`src/rtl/rsrd_pkg.sv`:
```
package rsrd_pkg;
    // Four-level strap codes
    localparam logic [1:0] LVL_L0 = 2'h0;
    localparam logic [1:0] LVL_L1 = 2'h1;
    localparam logic [1:0] LVL_L2 = 2'h2;
    localparam logic [1:0] LVL_L3 = 2'h3;
    // Operating mode codes (mode strap level)
    localparam logic [1:0] MODE_PIN    = 2'h0;
    localparam logic [1:0] MODE_CTRL   = 2'h1;
    localparam logic [1:0] MODE_TARGET = 2'h2;
    // Gain codes driven out: 0=+6dB 1=-3dB 2=+3dB 3=0dB
    localparam logic [1:0] GAIN_P6 = 2'h0;
    localparam logic [1:0] GAIN_M3 = 2'h1;
    localparam logic [1:0] GAIN_P3 = 2'h2;
    localparam logic [1:0] GAIN_Z0 = 2'h3;
    // Reset values
    localparam logic [3:0] EQ_RESET   = 4'h0;
    localparam logic [1:0] GAIN_RESET = GAIN_Z0;
    // Detect hit counts per control level
    localparam logic [1:0] HITS_L1 = 2'h3;
    localparam logic [1:0] HITS_L2 = 2'h2;
    localparam logic [1:0] HITS_L3 = 2'h1;
    // Poll period
    localparam int CLK_HZ        = 20000000;
    localparam int POLL_US       = 150;
    localparam int POLL_CYCLES   = (POLL_US * (CLK_HZ / 1000000));
    // Register map, word offsets as byte addresses
    localparam logic [7:0] REG_STATUS = 8'h00;
    localparam logic [7:0] REG_EQ0    = 8'h04;
    localparam logic [7:0] REG_EQ1    = 8'h08;
    localparam logic [7:0] REG_GAIN   = 8'h0C;
    localparam logic [7:0] REG_CTRL   = 8'h10;
    // Status field positions
    localparam int ST_MODE_LSB = 0;
    localparam int ST_DET_BIT  = 4;
    localparam int ST_TERM_BIT = 5;
    localparam logic [31:0] UNMAPPED_READ = 32'h00000000;
endpackage : rsrd_pkg

```
`src/rtl/rsrd_strap_latch.sv`:
```
`timescale 1ns/1ps
// Captures one resolved four-level strap after reset release and holds it
module rsrd_strap_latch
    import rsrd_pkg::*;
(
    input  wire logic       clk,
    input  wire logic       rst,
    input  wire logic [1:0] strapLevel,
    output logic      [1:0] heldLevel
);
    logic taken;   // Set once the strap has been sampled

    // Sample at the first edge after release; async reset loads constants only
    always_ff @(posedge clk or posedge rst) begin
        if (rst) begin
            heldLevel <= LVL_L0;
            taken     <= 1'b0;
        end else if (!taken) begin
            heldLevel <= strapLevel;
            taken     <= 1'b1;
        end
    end
endmodule : rsrd_strap_latch

```
`src/rtl/rsrd_rx_detect.sv`:
```
`timescale 1ns/1ps
// Receiver-detect machine: polls far-end termination, counts hits
module rsrd_rx_detect
    import rsrd_pkg::*;
#(
    parameter int POLL_CNT = POLL_CYCLES
)(
    input  wire logic       clk,
    input  wire logic       rst,
    input  wire logic       powerDown,
    input  wire logic [1:0] detectLevel,
    input  wire logic       manualRestart,
    input  wire logic       farTermSeen,
    output logic            pollStrobe,
    output logic            detected,
    output logic            termOn
);
    typedef enum {S_IDLE, S_WAIT, S_DONE} rsrd_det_type;
    rsrd_det_type state;
    logic [31:0]  timer;        // Poll interval counter
    logic [1:0]   hits;         // Consecutive valid results
    wire  [1:0]   needHits = (detectLevel == LVL_L1) ? HITS_L1 :
                             (detectLevel == LVL_L2) ? HITS_L2 : HITS_L3;
    wire          enabled  = !powerDown && (detectLevel != LVL_L0);
    wire          timerEnd = (timer == 32'(POLL_CNT - 1));
    wire          hitNow   = pollStrobe && farTermSeen;

    // Machine; power-down acts as held manual reset
    always_ff @(posedge clk or posedge rst) begin
        if (rst) begin
            state <= S_IDLE;
            timer <= 32'h00000000;
            hits  <= 2'h0;
            pollStrobe <= 1'b0;
            detected   <= 1'b0;
            termOn     <= 1'b0;
        end else if (powerDown) begin
            state <= S_IDLE;
            timer <= 32'h00000000;
            hits  <= 2'h0;
            pollStrobe <= 1'b0;
            detected   <= 1'b0;
            termOn     <= 1'b0;
        end else if (!enabled) begin
            state <= S_IDLE;
            hits  <= 2'h0;
            pollStrobe <= 1'b0;
            detected   <= 1'b0;
            termOn     <= 1'b1;
        end else begin
            pollStrobe <= 1'b0;
            case (state)
                S_IDLE: begin
                    state   <= manualRestart ? S_IDLE : S_WAIT;
                    timer   <= 32'h00000000;
                    hits    <= 2'h0;
                    detected <= 1'b0;
                    termOn  <= 1'b0;
                end
                S_WAIT: begin
                    if (manualRestart) begin
                        state <= S_IDLE;
                    end else if (timerEnd) begin
                        timer      <= 32'h00000000;
                        pollStrobe <= 1'b1;
                    end else begin
                        timer <= timer + 32'h00000001;
                    end
                    // A restart in a poll cycle wins over that poll's result
                    if (pollStrobe && !manualRestart) begin
                        if (!farTermSeen) begin
                            hits <= 2'h0;
                        end else if (hits + 2'h1 >= needHits) begin
                            state    <= S_DONE;
                            detected <= 1'b1;
                            termOn   <= 1'b1;
                        end else begin
                            hits <= hits + 2'h1;
                        end
                    end
                end
                S_DONE: begin
                    if (manualRestart) begin
                        state <= S_IDLE;
                    end
                end
                default: state <= S_IDLE;
            endcase
        end
    end

    chk_pd_hiz_term: assert property (@(posedge clk) disable iff (rst)
        powerDown |=> !termOn) else $error("termination on during power-down");
    chk_disabled_term: assert property (@(posedge clk) disable iff (rst)
        (!powerDown && detectLevel == LVL_L0) |=> termOn && !detected) else $error("disabled detect not 50 ohm");
    chk_single_hit: assert property (@(posedge clk) disable iff (rst)
        (enabled && detectLevel == LVL_L3 && hitNow && state == S_WAIT && !manualRestart
         && $stable(detectLevel)) ##1 enabled |-> detected) else $error("one hit did not detect at L3");
    chk_miss_clears: assert property (@(posedge clk) disable iff (rst)
        (enabled && state == S_WAIT && pollStrobe && !farTermSeen && !manualRestart) |=> hits == 2'h0)
        else $error("miss did not restart count");
    chk_hiz_before: assert property (@(posedge clk) disable iff (rst)
        (enabled && !detected) |-> !termOn) else $error("termination before detect");
endmodule : rsrd_rx_detect

```
`src/rtl/rsrd_config.sv`:
```
// The register addresses and the Avalon-MM interface to the registers are this design's own decisions.
`timescale 1ns/1ps
////////////////////////////////////////////////////////////////////////////////
// Overview of operation
// - Bank index is four times high plus low.
// - Strap pair 0 to bank 0, pair 1.
// - Straps steer equalizer only in pin mode.
// - Serial modes take equalizer from register writes.
// - Detect runs at power-up and manual restart.
// - Detect level zero: machine off, 50 ohm.
// - Enabled: high impedance until detect, then 50.
// - Poll each 150 us; 3/2/1 hits; miss restarts.
// - Power-down forces reset and high impedance.
// - Gain strap maps to 6, -3, 3, 0 dB.
// - Serial modes take gain from register writes.
// - Each strap resolved to one of four levels.
// - Mode strap selects pin, controller, target, reserved.
module rsrd_config
    import rsrd_pkg::*;
#(
    parameter int POLL_CNT = POLL_CYCLES
)(
    input  wire logic        clk,
    input  wire logic        rst,
    // Resolved four-level straps
    input  wire logic [1:0]  modeStrap,
    input  wire logic [1:0]  gainStrap,
    input  wire logic [1:0]  boostHighStrapBank0,
    input  wire logic [1:0]  boostLowStrapBank0,
    input  wire logic [1:0]  boostHighStrapBank1,
    input  wire logic [1:0]  boostLowStrapBank1,
    input  wire logic [1:0]  terminationSenseControl,
    input  wire logic        powerDownInput,
    input  wire logic        farTermSeen,
    // Avalon-MM slave
    input  wire logic [7:0]  address,
    input  wire logic        read,
    input  wire logic        write,
    input  wire logic [31:0] writedata,
    input  wire logic [3:0]  byteenable,
    output logic      [31:0] readdata,
    output logic             waitrequest,
    output logic             response,
    // Configuration outputs
    output logic      [3:0]  eqIndexBank0,
    output logic      [3:0]  eqIndexBank1,
    output logic      [1:0]  dcGainCode,
    output logic             pollStrobe,
    output logic             rxDetected,
    output logic             inputTermOn
);
    ////////////////////////////////////////////////////////////////////////////
    // Strap capture
    logic [1:0] heldLevel [0:6];   // mode, gain, eq straps, detect control
    wire  [1:0] strapIn   [0:6];
    assign strapIn[0] = modeStrap;
    assign strapIn[1] = gainStrap;
    assign strapIn[2] = boostHighStrapBank0;
    assign strapIn[3] = boostLowStrapBank0;
    assign strapIn[4] = boostHighStrapBank1;
    assign strapIn[5] = boostLowStrapBank1;
    assign strapIn[6] = terminationSenseControl;

    // One latch per strap
    genvar gi;
    generate
        for (gi = 0; gi < 7; gi++) begin : g_strap
            rsrd_strap_latch u_latch (
                .clk        (clk),
                .rst        (rst),
                .strapLevel (strapIn[gi]),
                .heldLevel  (heldLevel[gi])
            );
        end
    endgenerate

    ////////////////////////////////////////////////////////////////////////////
    // Mode and pin-derived settings
    wire       pinMode   = (heldLevel[0] == MODE_PIN);
    wire       serMode   = (heldLevel[0] == MODE_CTRL) || (heldLevel[0] == MODE_TARGET);
    wire [3:0] pinEq0    = {heldLevel[2], heldLevel[3]};
    wire [3:0] pinEq1    = {heldLevel[4], heldLevel[5]};
    wire [1:0] pinGain   = (heldLevel[1] == LVL_L0) ? GAIN_P6 :
                           (heldLevel[1] == LVL_L1) ? GAIN_M3 :
                           (heldLevel[1] == LVL_L2) ? GAIN_P3 : GAIN_Z0;

    ////////////////////////////////////////////////////////////////////////////
    // Register file
    logic [3:0] regEq0;      // Software equalizer, bank 0
    logic [3:0] regEq1;      // Software equalizer, bank 1
    logic [1:0] regGain;     // Software gain code
    logic       regRestart;  // One-cycle manual detect restart
    logic       pending;     // Access accepted, answer next cycle

    wire access   = (read || write) && !pending;
    wire wrLane0  = write && access && byteenable[0];
    wire hitEq0   = (address == REG_EQ0);
    wire hitEq1   = (address == REG_EQ1);
    wire hitGain  = (address == REG_GAIN);
    wire hitCtrl  = (address == REG_CTRL);
    wire hitStat  = (address == REG_STATUS);
    wire mapped   = hitEq0 || hitEq1 || hitGain || hitCtrl || hitStat;
    wire [31:0] statusWord = {26'h0, inputTermOn, rxDetected, 2'h0, heldLevel[0]};
    wire [31:0] next_readdata = hitStat ? statusWord :
                                hitEq0  ? {28'h0, regEq0} :
                                hitEq1  ? {28'h0, regEq1} :
                                hitGain ? {30'h0, regGain} : UNMAPPED_READ;

    // Fixed one wait state: request sampled, answered next edge
    always_ff @(posedge clk or posedge rst) begin
        if (rst) begin
            pending     <= 1'b0;
            waitrequest <= 1'b1;
        end else begin
            pending     <= access;
            waitrequest <= !access;
        end
    end

    // Read data and slave error for unmapped addresses
    always_ff @(posedge clk or posedge rst) begin
        if (rst) begin
            readdata <= 32'h00000000;
            response <= 1'b0;
        end else if (access) begin
            readdata <= read ? next_readdata : 32'h00000000;
            response <= !mapped;
        end
    end

    // Writes; only serial modes may change the eq and gain registers, pin mode keeps straps in charge; a restart write works in any mode
    always_ff @(posedge clk or posedge rst) begin
        if (rst) begin
            regEq0     <= EQ_RESET;
            regEq1     <= EQ_RESET;
            regGain    <= GAIN_RESET;
            regRestart <= 1'b0;
        end else begin
            regRestart <= wrLane0 && hitCtrl && writedata[0];
            if (wrLane0 && serMode && hitEq0) begin
                regEq0 <= writedata[3:0];
            end
            if (wrLane0 && serMode && hitEq1) begin
                regEq1 <= writedata[3:0];
            end
            if (wrLane0 && serMode && hitGain) begin
                regGain <= writedata[1:0];
            end
        end
    end

    ////////////////////////////////////////////////////////////////////////////
    // Output selection
    always_ff @(posedge clk or posedge rst) begin
        if (rst) begin
            eqIndexBank0 <= EQ_RESET;
            eqIndexBank1 <= EQ_RESET;
            dcGainCode   <= GAIN_RESET;
        end else if (pinMode) begin
            eqIndexBank0 <= pinEq0;
            eqIndexBank1 <= pinEq1;
            dcGainCode   <= pinGain;
        end else begin
            eqIndexBank0 <= regEq0;
            eqIndexBank1 <= regEq1;
            dcGainCode   <= regGain;
        end
    end

    ////////////////////////////////////////////////////////////////////////////
    // Receiver detect
    logic strapsReady;   // High from the edge that latches the straps
    // Detect is held in manual reset until the straps are taken. Otherwise the
    // reset code L0 would read as detect off and glitch the inputs to 50 ohm.
    wire  detectHold = powerDownInput || !strapsReady;

    // Marks the end of strap capture; async reset loads a constant only
    always_ff @(posedge clk or posedge rst) begin
        if (rst) begin
            strapsReady <= 1'b0;
        end else begin
            strapsReady <= 1'b1;
        end
    end

    rsrd_rx_detect #(
        .POLL_CNT (POLL_CNT)
    ) u_detect (
        .clk           (clk),
        .rst           (rst),
        .powerDown     (detectHold),
        .detectLevel   (heldLevel[6]),
        .manualRestart (regRestart),
        .farTermSeen   (farTermSeen),
        .pollStrobe    (pollStrobe),
        .detected      (rxDetected),
        .termOn        (inputTermOn)
    );

    chk_pin_eq: assert property (@(posedge clk) disable iff (rst)
        pinMode && $stable(heldLevel[2]) && $stable(heldLevel[3]) |=>
        eqIndexBank0 == 4'($past(heldLevel[2]) * 4 + $past(heldLevel[3]))) else $error("bank0 index wrong");
    chk_pin_gain: assert property (@(posedge clk) disable iff (rst)
        pinMode && heldLevel[1] == LVL_L3 && $stable(heldLevel[1]) |=> dcGainCode == GAIN_Z0)
        else $error("gain code wrong");
    chk_ser_eq: assert property (@(posedge clk) disable iff (rst)
        !pinMode && $stable(regEq1) |=> eqIndexBank1 == $past(regEq1))
        else $error("straps used outside pin mode");
endmodule : rsrd_config

```
`config.mk`:
```
export PLATFORM = sky130hd
export DESIGN_NAME = rsrd_config
export DESIGN_NICKNAME = d
export VERILOG_FILES = /design/src/rtl/rsrd_pkg.sv /design/src/rtl/rsrd_strap_latch.sv /design/src/rtl/rsrd_rx_detect.sv /design/src/rtl/rsrd_config.sv
export SDC_FILE = /design/constraint.sdc
export NUM_CORES = 1
export LEC_CHECK = 0
export BUFFER_PORTS_ARGS = -buffer_cell sky130_fd_sc_hd__clkbuf_2
export CAP_MARGIN = 30
export CORE_MARGIN = 2
export CORE_UTILIZATION = 57
export CTS_BUF_LIST = sky130_fd_sc_hd__clkbuf_4
export DETAILED_ROUTE_END_ITERATION = 8
export PLACE_DENSITY = 0.82
export SLEW_MARGIN = 0
export SYNTH_ARGS = -nofsm -noshare
export SYNTH_HDL_FRONTEND = slang
export SYNTH_HIERARCHICAL = 1
export SYNTH_SLANG_ARGS = --single-unit
```
`constraint.sdc`:
```
create_clock -name clk -period 2.3 [get_ports clk]
set_input_delay 0.115 -clock clk [delete_from_list [all_inputs] [get_ports clk]]
set_output_delay 0.115 -clock clk [all_outputs]
set_load 0.005 [all_outputs]
```
==> impl_metrics.json, run 1 <==
{
  "status": "completed",
  "leakage_nw": 3.141,
  "start_util": 0.5892,
  "period_needed_ns": 2.160,
  "die_w_um": 104.5,
  "ant_nets": 0,
  "maxCapViolations": 0,
  "seq_power_share": 0.554,
  "cts_buffers": 17,
  "pwr-share-clk": 0.369,
  "grt_overflow": 0,
  "routedWlPerCell_um": 15.91,
  "io_pins": 111,
  "antenna_found_initial": 0,
  "hpwl_mm": 8.161,
  "rsz0062_at_grt": "no",
  "cts_max_level": 4,
  "whs_ns": 0.03018,
  "tightest_slew_ns": 0.6626,
  "min_path_type": "input pin to register",
  "hold_viol": 0,
  "skew_ns": 0.01949,
  "nets": 689,
  "drive_gt1_frac": 0.3054,
  "fillCellCount": 678,
  "initialDrtViolationCount": 211,
  "synth.distinct_cells": 51,
  "power.density_cell_area_nw_per_um2": 590.6,
  "maxSlewHeadroom": 0.5573,
  "antennaDiodeCount": 0,
  "p_sw_mw": 1.147,
  "grt_pass1_vias": 4266,
  "drt-total-wl_mm": 12.17,
  "ys.warnings.count": 6,
  "tritoncts": "done",
  "viasPerCell": 5.433,
  "setup_viol": 0,
  "internal_power_mw": 2.925,
  "cts_root_buf": "clkbuf_4",
  "slew_violations": 0,
  "crit_type": "register to register",
  "die_area_um2": 10920,
  "combPwrFrac": 0.077,
  "area_delta_synth_final_pct": 19.73,
  "synth-main-ff-cell": "dfrtp_1",
  "critPathRequiredTime_ns": 2.74,
  "clk_latency_ns": 0.55,
  "core-area_um2": 9774,
  "fmax_ghz": 0.4629,
  "first_pass_iters": 4,
  "critPathMaxFanout": 7,
  "synth_area_leaders": "dfrtp_1 (50%), mux2_2 (6.6%), o2bb2a_4 (6.3%)",
  "ys_seq_elements": 121,
  "cts_sinks": 121,
  "pre_cts_slack_ns": -0.07458,
  "postSynthCellCount": 487,
  "rows": 36,
  "ir_drop_uv": 536.7,
  "portBuffers": 53,
  "synth-edff-count": 0,
  "p_sw_frac": 0.2818,
  "via_count": 4156,
  "cts.path.max_buffers": 2,
  "grt.total_usage": 0.2375,
  "timing.final.crit_share": 0.9393,
  "gp_congestion": 0.8169,
  "synth_top_cell_by_area": "dfrtp_1",
  "ys_async_sr_fraction": 1.000,
  "die_h_um": 104.5,
  "fin_ws_ns": 0.1395,
  "endpoint_kind": "register",
  "syn_area_per_cell_um2": 11.83,
  "grt_pass1_wl_mm": 20.32,
  "seq_area_frac_synth": 0.5268,
  "cp.arrival_ns": 2.60,
  "yosysTopAreaCellShare": 0.5040,
  "grt_max_degree": 70,
  "syn-cell-area_um2": 5759,
  "start_kind": "register",
  "clkTransAtPathRegs_ns": 0.13,
  "drc_errors": 0
}
[synthesized netlist by cell type, types with 3 or more instances]
master,n
o21ai_1,10
mux2_2,34
conb_1,10
dfstp_2,5
nand2_1,47
a21oi_1,9
clkbuf_1,6
nor2_1,12
or3_1,3
buf_6,3
nor3b_1,3
buf_4,27
a21o_1,9
nor3_1,12
inv_1,22
nand3_1,14
o21ai_0,10
buf_2,4
nand2b_1,7
and2_1,3
nor2b_1,4
nand4_1,12
or2_2,4
and3_1,3
o2bb2a_4,18
nor4_1,13
and4_1,3
dfrtp_1,116
a22o_1,6
o41ai_1,3
o31ai_1,19
o2bb2a_2,3
ha_1,6
nor4b_2,3
[path summary, 6_finish.rpt]
| kind | start | end | slack (ns) | cells after the start |
|---|---|---|---|---|
| max in group asynchronous | rst | dcGainCode[1]$_DFF_PP1_ | 1.58 | 4 |
| min | address[1] | response$_DFFE_PP0N_ | 0.03 | 4 |
| min reg2reg | response$_DFFE_PP0N_ | response$_DFFE_PP0N_ | 0.50 | 2 |
| max reg2reg | u_detect/timer[13]$_DFFE_PP0P_ | u_detect/timer[24]$_DFFE_PP0P_ | 0.14 | 7 |
| min in group asynchronous | rst | g_strap[0].u_latch/heldLevel[1]$_DFFE_PP0N_ | 0.12 | 3 |
| max | u_detect/timer[13]$_DFFE_PP0P_ | u_detect/timer[24]$_DFFE_PP0P_ | 0.14 | 7 |
[placed cells by master, fill, tap and decap left out, types with 10 or more instances in the layout]
master,n
dfrtp_1,116
conb_1,64
clkbuf_2,53
nand2_1,47
mux2_2,34
dlygate4sd3_1,25
inv_1,21
o31ai_1,19
buf_4,18
o2bb2a_4,18
clkbuf_4,17
nand3_1,14
nand4_1,12
nor3_1,12
nor2_1,11
o21ai_0,10
o21ai_1,10
nor4_1,10
[metrics by stage]
stage | total power, mW | area (um2) | utilization | std cells | setup TNS, ns
after floorplan | 2.478 | 5962 | - | 541 | 0
after global placement | 2.543 | 6287 | 0.6432 | 703 | 0
after detailed placement | 2.564 | 6287 | 0.6432 | 703 | -0.5377
after CTS | 4.087 | 6864 | 0.7023 | 764 | 0
after global routing | 4.254 | 6895 | 0.7055 | 765 | 0
final | 4.072 | 6895 | 0.7055 | 765 | 0
[cell type report]
class                   instances  area [um2]  area share
flip-flops and latches        121        3034      0.4400
well taps                     133       166.4     0.02413
repair buffers                 99       710.7      0.1031
clock buffers                  17       127.6     0.01851
clock inverters                15       153.9     0.02232
inverters                      22       82.58     0.01198
multi-input cells             358        2620      0.3800
[worst max-delay path: stages, from the launching register on]
cell     delay (ns)
dfrtp_1        0.41
nor4_1         0.37
nand4_1        0.19
nor4_2         0.39
buf_4          0.19
nor2_2         0.03
and2_1         0.27
a21o_1         0.20
[what timing repair did]
item,4_1_cts,5_1_grt
resized for setup,2,5
pin swaps,1,2
setup endpoints to repair,16,10
hold endpoints to repair,149,0
setup buffers,4,1
hold buffers,25,0
[logic make-up after synthesis]
group,Yosys count,synth area share
flops,121,0.5268
buf+inv,62,0.06278
mux,36,0.07430
simple gates,153,0.1527
fa+ha+maj,6,0.01303
xor+xnor,1,0.001521
compound gates,98,0.1623
other cells,10,0.006518
[sequential cells by signal, summed over array words and instances (netlist names), 2 cells and up]
signal,flops
g_strap.u_latch/taken,7
u_detect/timer,32
readdata,6
u_detect/hits,2
dcGainCode,2
regEq0,4
regEq1,4
u_detect/state,32
regGain,2
eqIndexBank0,4
g_strap.u_latch/heldLevel,14
eqIndexBank1,4
[power by group through the flow]
stage	combinational (mW)	clock (mW)	sequential, mW
3_5_place_dp	0.270	0	2.29
4_1_cts	0.306	1.53	2.26
5_1_grt	0.347	1.64	2.27
6_report	0.312	1.50	2.26
3_3_place_gp	0.255	0	2.29
2_1_floorplan	0.195	0	2.28
[layer usage]
layer	vias to the layer above	track usage	wire length (um)
met3	22	0.06203	507
met1	2083	0.2794	4932
li1	1951	-	-
met4	0	0.08977	201
met5	-	0	0
met2	100	0.4164	6526
Power figures use the tool's default switching activity.
==> run 2, diff against run 1 <==
--- a/config.mk
+++ b/config.mk
@@ -11,7 +11,7 @@
 export CORE_UTILIZATION = 57
 export CTS_BUF_LIST = sky130_fd_sc_hd__clkbuf_4
 export DETAILED_ROUTE_END_ITERATION = 8
-export PLACE_DENSITY = 0.82
+export PLACE_DENSITY_LB_ADDON = 0.3
 export SLEW_MARGIN = 0
 export SYNTH_ARGS = -nofsm -noshare
 export SYNTH_HDL_FRONTEND = slang
==> run 2 against run 1 <==
  * Global-route usage increased by 0.51 points
  * Largest power group unchanged
  * Hold slack improved by 0.017 ns
  * Critical path type unchanged
  * Clock skew rose by 0.0049 ns
  * Maximum frequency grew 0.43%
  * Cell count up 0.26%
  * Combinational power up 3%
  * Critical path depth did not move
  * Count of clock-buffer cells in the layout grew 1
  * Largest cell class unchanged
==> impl_metrics.json, run 2 (same netlist as run 1, synthesis figures left out) <==
{
  "top_regs": "u_detect/state: 32 flops, u_detect/timer: 32 flops, g_strap.u_latch/heldLevel: 14 flops",
  "path_cells": "nor4_2 > nand4_1 > nor4_4 > buf_4 > nor2_1 > and2_1 > a21o_1",
  "maxSlewHeadroom": 0.4257,
  "slew_violations": 0,
  "viasPerCell": 5.529,
  "grt_max_degree": 42,
  "area_delta_synth_final_pct": 20.86,
  "hpwl_mm": 8.163,
  "drive_gt1_frac": 0.2986,
  "hold_viol": 0,
  "tightest_slew_ns": 0.8597,
  "grt.total_usage": 0.2426,
  "tns_ns": 0,
  "nets": 690,
  "rsz0062_at_grt": "yes",
  "status": "completed",
  "crit_type": "register to register",
  "endpoint_kind": "register",
  "setup_viol": 0,
  "critPathRequiredTime_ns": 2.70,
  "final_cell_mix": "dfrtp_1 (116), conb_1 (64), clkbuf_2 (53)",
  "portBuffers": 53,
  "die_h_um": 104.5,
  "grt_overflow": 0,
  "cts_root_buf": "clkbuf_4",
  "antenna_found_initial": 1,
  "pre_cts_slack_ns": 0.07222,
  "drt-total-wl_mm": 12.72,
  "grt_pass1_wl_mm": 20.67,
  "initialDrtViolationCount": 232,
  "first_pass_iters": 4,
  "gp_congestion": 0.8424,
  "cts_max_level": 4,
  "skew_ns": 0.02441,
  "ir_drop_uv": 652.0,
  "die_w_um": 104.5,
  "final_util": 0.7121,
  "grt_pass1_vias": 4196,
  "layout_commonest_cell": "dfrtp_1",
  "start_kind": "register",
  "clkTransAtPathRegs_ns": 0.11,
  "core-area_um2": 9774,
  "critPathMaxFanout": 7,
  "power.density_cell_area_nw_per_um2": 604.6,
  "fin_ws_ns": 0.1487,
  "rows": 36,
  "min_path_type": "input pin to register",
  "cp_slowest_stage_delay_ns": 0.46,
  "ant_nets": 0,
  "fmax_ghz": 0.4648,
  "timing.final.crit_share": 0.9354,
  "io_pins": 111,
  "period_needed_ns": 2.151,
  "tritoncts": "done",
  "start_util": 0.5892,
  "cts_buffers": 17,
  "die_area_um2": 10920,
  "cts.path.max_buffers": 2,
  "routedWlPerCell_um": 16.59,
  "leakage_nw": 3.170,
  "cp_slowest_cell": "dfrtp_1",
  "cts_sinks": 121,
  "maxCapViolations": 0,
  "drc_errors": 0,
  "cp.arrival_ns": 2.56,
  "clk_latency_ns": 0.53,
  "via_count": 4241
}
-- run 2: cell types whose count changed in the layout (fill, tap and decap cells not counted), sizes merged --
cell,delta
clkinvlp,-1
clkbuf,+1
buf,-2
inv,-3
dlygate4sd3,+3
diode,+1
bufinv,+2
clkinv,+1
-- run 2: metal layers --
metal	routed length, um	track usage
met1	5401	0.3016
met2	6544	0.4066
met3	513	0.06454
met4	266	0.09073
met5	0	0
-- run 2: layout make-up --
cell class | count | area (um2)
Multi-Input combinational cell | 358 | 2630
Clock buffer | 18 | 135.1
Tap cell | 133 | 166.4
Clock inverter | 14 | 171.4
Sequential cell | 121 | 3034
Antenna cell | 1 | 2.502
Fill cell | 700 | 2814
Inverter | 22 | 82.58
Timing Repair Buffer | 100 | 738.2
-- run 2: power by group --
part | switching (mW) | leakage, nW | internal (mW)
clock network | 0.854 | 0.162 | 0.777
logic | 0.178 | 1.47 | 0.142
registers | 0.0454 | 1.54 | 2.21
-- run 2: timing repair --
item | CTS | global route
buffers inserted | 0 | 3
setup endpoints to repair | 0 | 22
hold buffers | 28 | 0
hold endpoints to repair | 117 | 0
resized for setup | 0 | 7
-- run 2: worst paths after layout --
| kind | from | to | slack (ns) | cells after the start |
|---|---|---|---|---|
| max | u_detect/timer[14]$_DFFE_PP0P_ | u_detect/timer[31]$_DFFE_PP0P_ | 0.15 | 7 |
| min | powerDownInput | u_detect/termOn$_DFFE_PP0P_ | 0.05 | 3 |
| max reg2reg | u_detect/timer[14]$_DFFE_PP0P_ | u_detect/timer[31]$_DFFE_PP0P_ | 0.15 | 7 |
| min reg2reg | g_strap[5].u_latch/heldLevel[1]$_DFFE_PP0N_ | eqIndexBank1[1]$_DFF_PP0_ | 0.52 | 1 |
| max in group asynchronous | rst | u_detect/state[10]$_DFF_PP0_ | 1.01 | 4 |
| min in group asynchronous | rst | g_strap[4].u_latch/heldLevel[0]$_DFFE_PP0N_ | 0.22 | 3 |
-- run 2: critical path: cells and delay by family, from the launching register on --
| kind | cells | cell delay (ns) |
|---|---|---|
| AND/OR/NAND/NOR | 5 | 1.20 |
| AO/OA/AOI/OAI | 1 | 0.21 |
| buffers and inverters | 1 | 0.17 |
| flip-flops | 1 | 0.46 |
-- run 2: stage by stage --
step | instance area (um2) | instances | hold WS [ns] | total power, mW
after global routing | 6960 | 767 | 0.02388 | 4.381
after detailed placement | 6287 | 703 | 0.1590 | 2.563
after global placement | 6287 | 703 | 0.1490 | 2.546
after floorplan | 5962 | 541 | -0.1314 | 2.478
final | 6960 | 767 | 0.04731 | 4.208
after CTS | 6874 | 763 | 0.007822 | 4.224
==> run 3, diff against run 2 <==
--- a/config.mk
+++ b/config.mk
@@ -7,6 +7,7 @@
 export LEC_CHECK = 0
 export BUFFER_PORTS_ARGS = -buffer_cell sky130_fd_sc_hd__clkbuf_2
 export CAP_MARGIN = 30
+export CORE_ASPECT_RATIO = 0.75
 export CORE_MARGIN = 2
 export CORE_UTILIZATION = 57
 export CTS_BUF_LIST = sky130_fd_sc_hd__clkbuf_4
==> run 3 against run 2 <==
  * Sequential power is essentially flat
  * Clock skew down 0.0096 ns
  * Highest routed layer unchanged
  * Combinational power down 5%
  * Non-clock buffer count shrank 3
  * Largest cell class unchanged
  * Cell area decreased by 1.2%
  * Global-route usage decreased by 1.6 points
  * Largest power group unchanged
  * Total power fell by 5.5%
  * First-iteration DRC count increased by 17%
==> impl_metrics.json, run 3 (same netlist as run 1, synthesis figures left out) <==
{
  "status": "completed",
  "layout_commonest_cell": "dfrtp_1",
  "clkTransAtPathRegs_ns": 0.12,
  "antennaDiodeCount": 0,
  "slew_violations": 0,
  "min_path_type": "input pin to register",
  "period_needed_ns": 2.173,
  "routedWlPerCell_um": 15.08,
  "hold_viol": 0,
  "skew_ns": 0.01485,
  "whs_ns": 0.06582,
  "fmax_ghz": 0.4602,
  "cts_max_level": 4,
  "timing.final.crit_share": 0.9448,
  "drt-total-wl_mm": 11.49,
  "power.density_cell_area_nw_per_um2": 578.0,
  "setup_viol": 0,
  "grt.total_usage": 0.2265,
  "maxCapViolations": 0,
  "drc_errors": 0,
  "maxSlewHeadroom": 0.5284,
  "grt_pass1_wl_mm": 19.40,
  "fin_ws_ns": 0.1270,
  "grt_max_degree": 70,
  "ir_drop_uv": 450.6,
  "critPathMaxFanout": 12,
  "area_delta_synth_final_pct": 19.47,
  "die_area_um2": 10930,
  "crit_type": "register to register",
  "postLayoutCellArea_um2": 6880,
  "critPathRequiredTime_ns": 2.71,
  "io_pins": 111,
  "final_util": 0.7067,
  "viasPerCell": 5.370,
  "rsz0062_at_grt": "no",
  "grt_overflow": 0,
  "hpwl_mm": 7.993,
  "cts.path.max_buffers": 2,
  "first_pass_iters": 4,
  "clk_latency_ns": 0.51,
  "cts_root_buf": "clkbuf_4",
  "antenna_found_initial": 0,
  "core-area_um2": 9736,
  "portBuffers": 53,
  "cts_buffers": 17,
  "cp.arrival_ns": 2.58,
  "rows": 31,
  "grt_pass1_vias": 4090,
  "ant_nets": 0,
  "die_h_um": 91.05,
  "via_count": 4092,
  "leakage_nw": 3.124,
  "start_util": 0.5916,
  "die_w_um": 120.1,
  "drive_gt1_frac": 0.2952,
  "start_kind": "register",
  "top_regs": "u_detect/state: 32 flops, u_detect/timer: 32 flops, g_strap.u_latch/heldLevel: 14 flops",
  "tritoncts": "done",
  "tightest_slew_ns": 0.7059,
  "pre_cts_slack_ns": 0.09518,
  "gp_congestion": 0.7992,
  "nets": 687,
  "initialDrtViolationCount": 272,
  "tns_ns": 0,
  "endpoint_kind": "register",
  "placed_area_um2": 6279,
  "cts_sinks": 121,
  "final_cell_mix": "dfrtp_1 (116), conb_1 (64), clkbuf_2 (53)"
}
run 3: cell count changes in the layout (fill, tap and decap cells not counted), moves of 2 or more:
| cell | delta |
|---|---|
| clkinvlp_4 | +2 |
| bufinv_16 | -2 |
| clkinv_4 | +4 |
| nor4_2 | -2 |
| nor4_1 | +2 |
run 3: metrics by stage:
step	instances	power (mW)
6_report	762	3.977
5_1_grt	762	4.180
4_1_cts	760	4.006
3_5_place_dp	701	2.559
3_3_place_gp	701	2.543
2_1_floorplan	541	2.478
run 3: layout make-up:
| type | instances | area, um2 |
|---|---|---|
| Clock buffer | 17 | 127.6 |
| Clock inverter | 15 | 143.9 |
| Fill cell | 691 | 2855 |
| Inverter | 22 | 82.58 |
| Multi-Input combinational cell | 358 | 2626 |
| Sequential cell | 121 | 3034 |
| Tap cell | 132 | 165.2 |
| Timing Repair Buffer | 97 | 700.7 |
run 3: worst max-delay path: stages (launching register included):
cell and delay [ns]:
dfrtp_1 0.47, nor4_1 0.31, nand4_1 0.20, nor4_4 0.35
or2_4 0.28, buf_4 0.21, o21ai_0 0.10, a21o_1 0.16
run 3: repair_timing:
item                                    CTS  global route
endpoints found under the setup margin    0            22
buffers inserted                          0             2
resized for setup                         0             6
hold buffers                             27             0
hold endpoints to repair                150             0
run 3: report_power, final:
part	total, mW	switching (mW)	internal, mW
Clock	1.42	0.863	0.553
Sequential	2.26	0.0447	2.21
Combinational	0.304	0.163	0.140
run 3: per-layer routing:
layer / wire, um / vias up / global-route usage
met4: 141 / 0 / 0.06373
met3: 628 / 12 / 0.07601
met5: 0 / - / 0
li1: - / 1950 / -
met2: 5646 / 103 / 0.3608
met1: 5071 / 2027 / 0.2973
run 3: worst paths after layout:
check,startpoint,to,slack (ns),depth (start not counted)
min in group asynchronous,rst,g_strap[1].u_latch/taken$_DFF_PP0_,0.17,3
max in group asynchronous,rst,regGain[1]$_DFFE_PP1P_,1.43,4
worst min-delay path,address[1],response$_DFFE_PP0N_,0.07,4
worst max register to register,u_detect/timer[14]$_DFFE_PP0P_,u_detect/timer[31]$_DFFE_PP0P_,0.13,7
worst max-delay path,u_detect/timer[14]$_DFFE_PP0P_,u_detect/timer[31]$_DFFE_PP0P_,0.13,7
worst min register to register,response$_DFFE_PP0N_,response$_DFFE_PP0N_,0.51,2
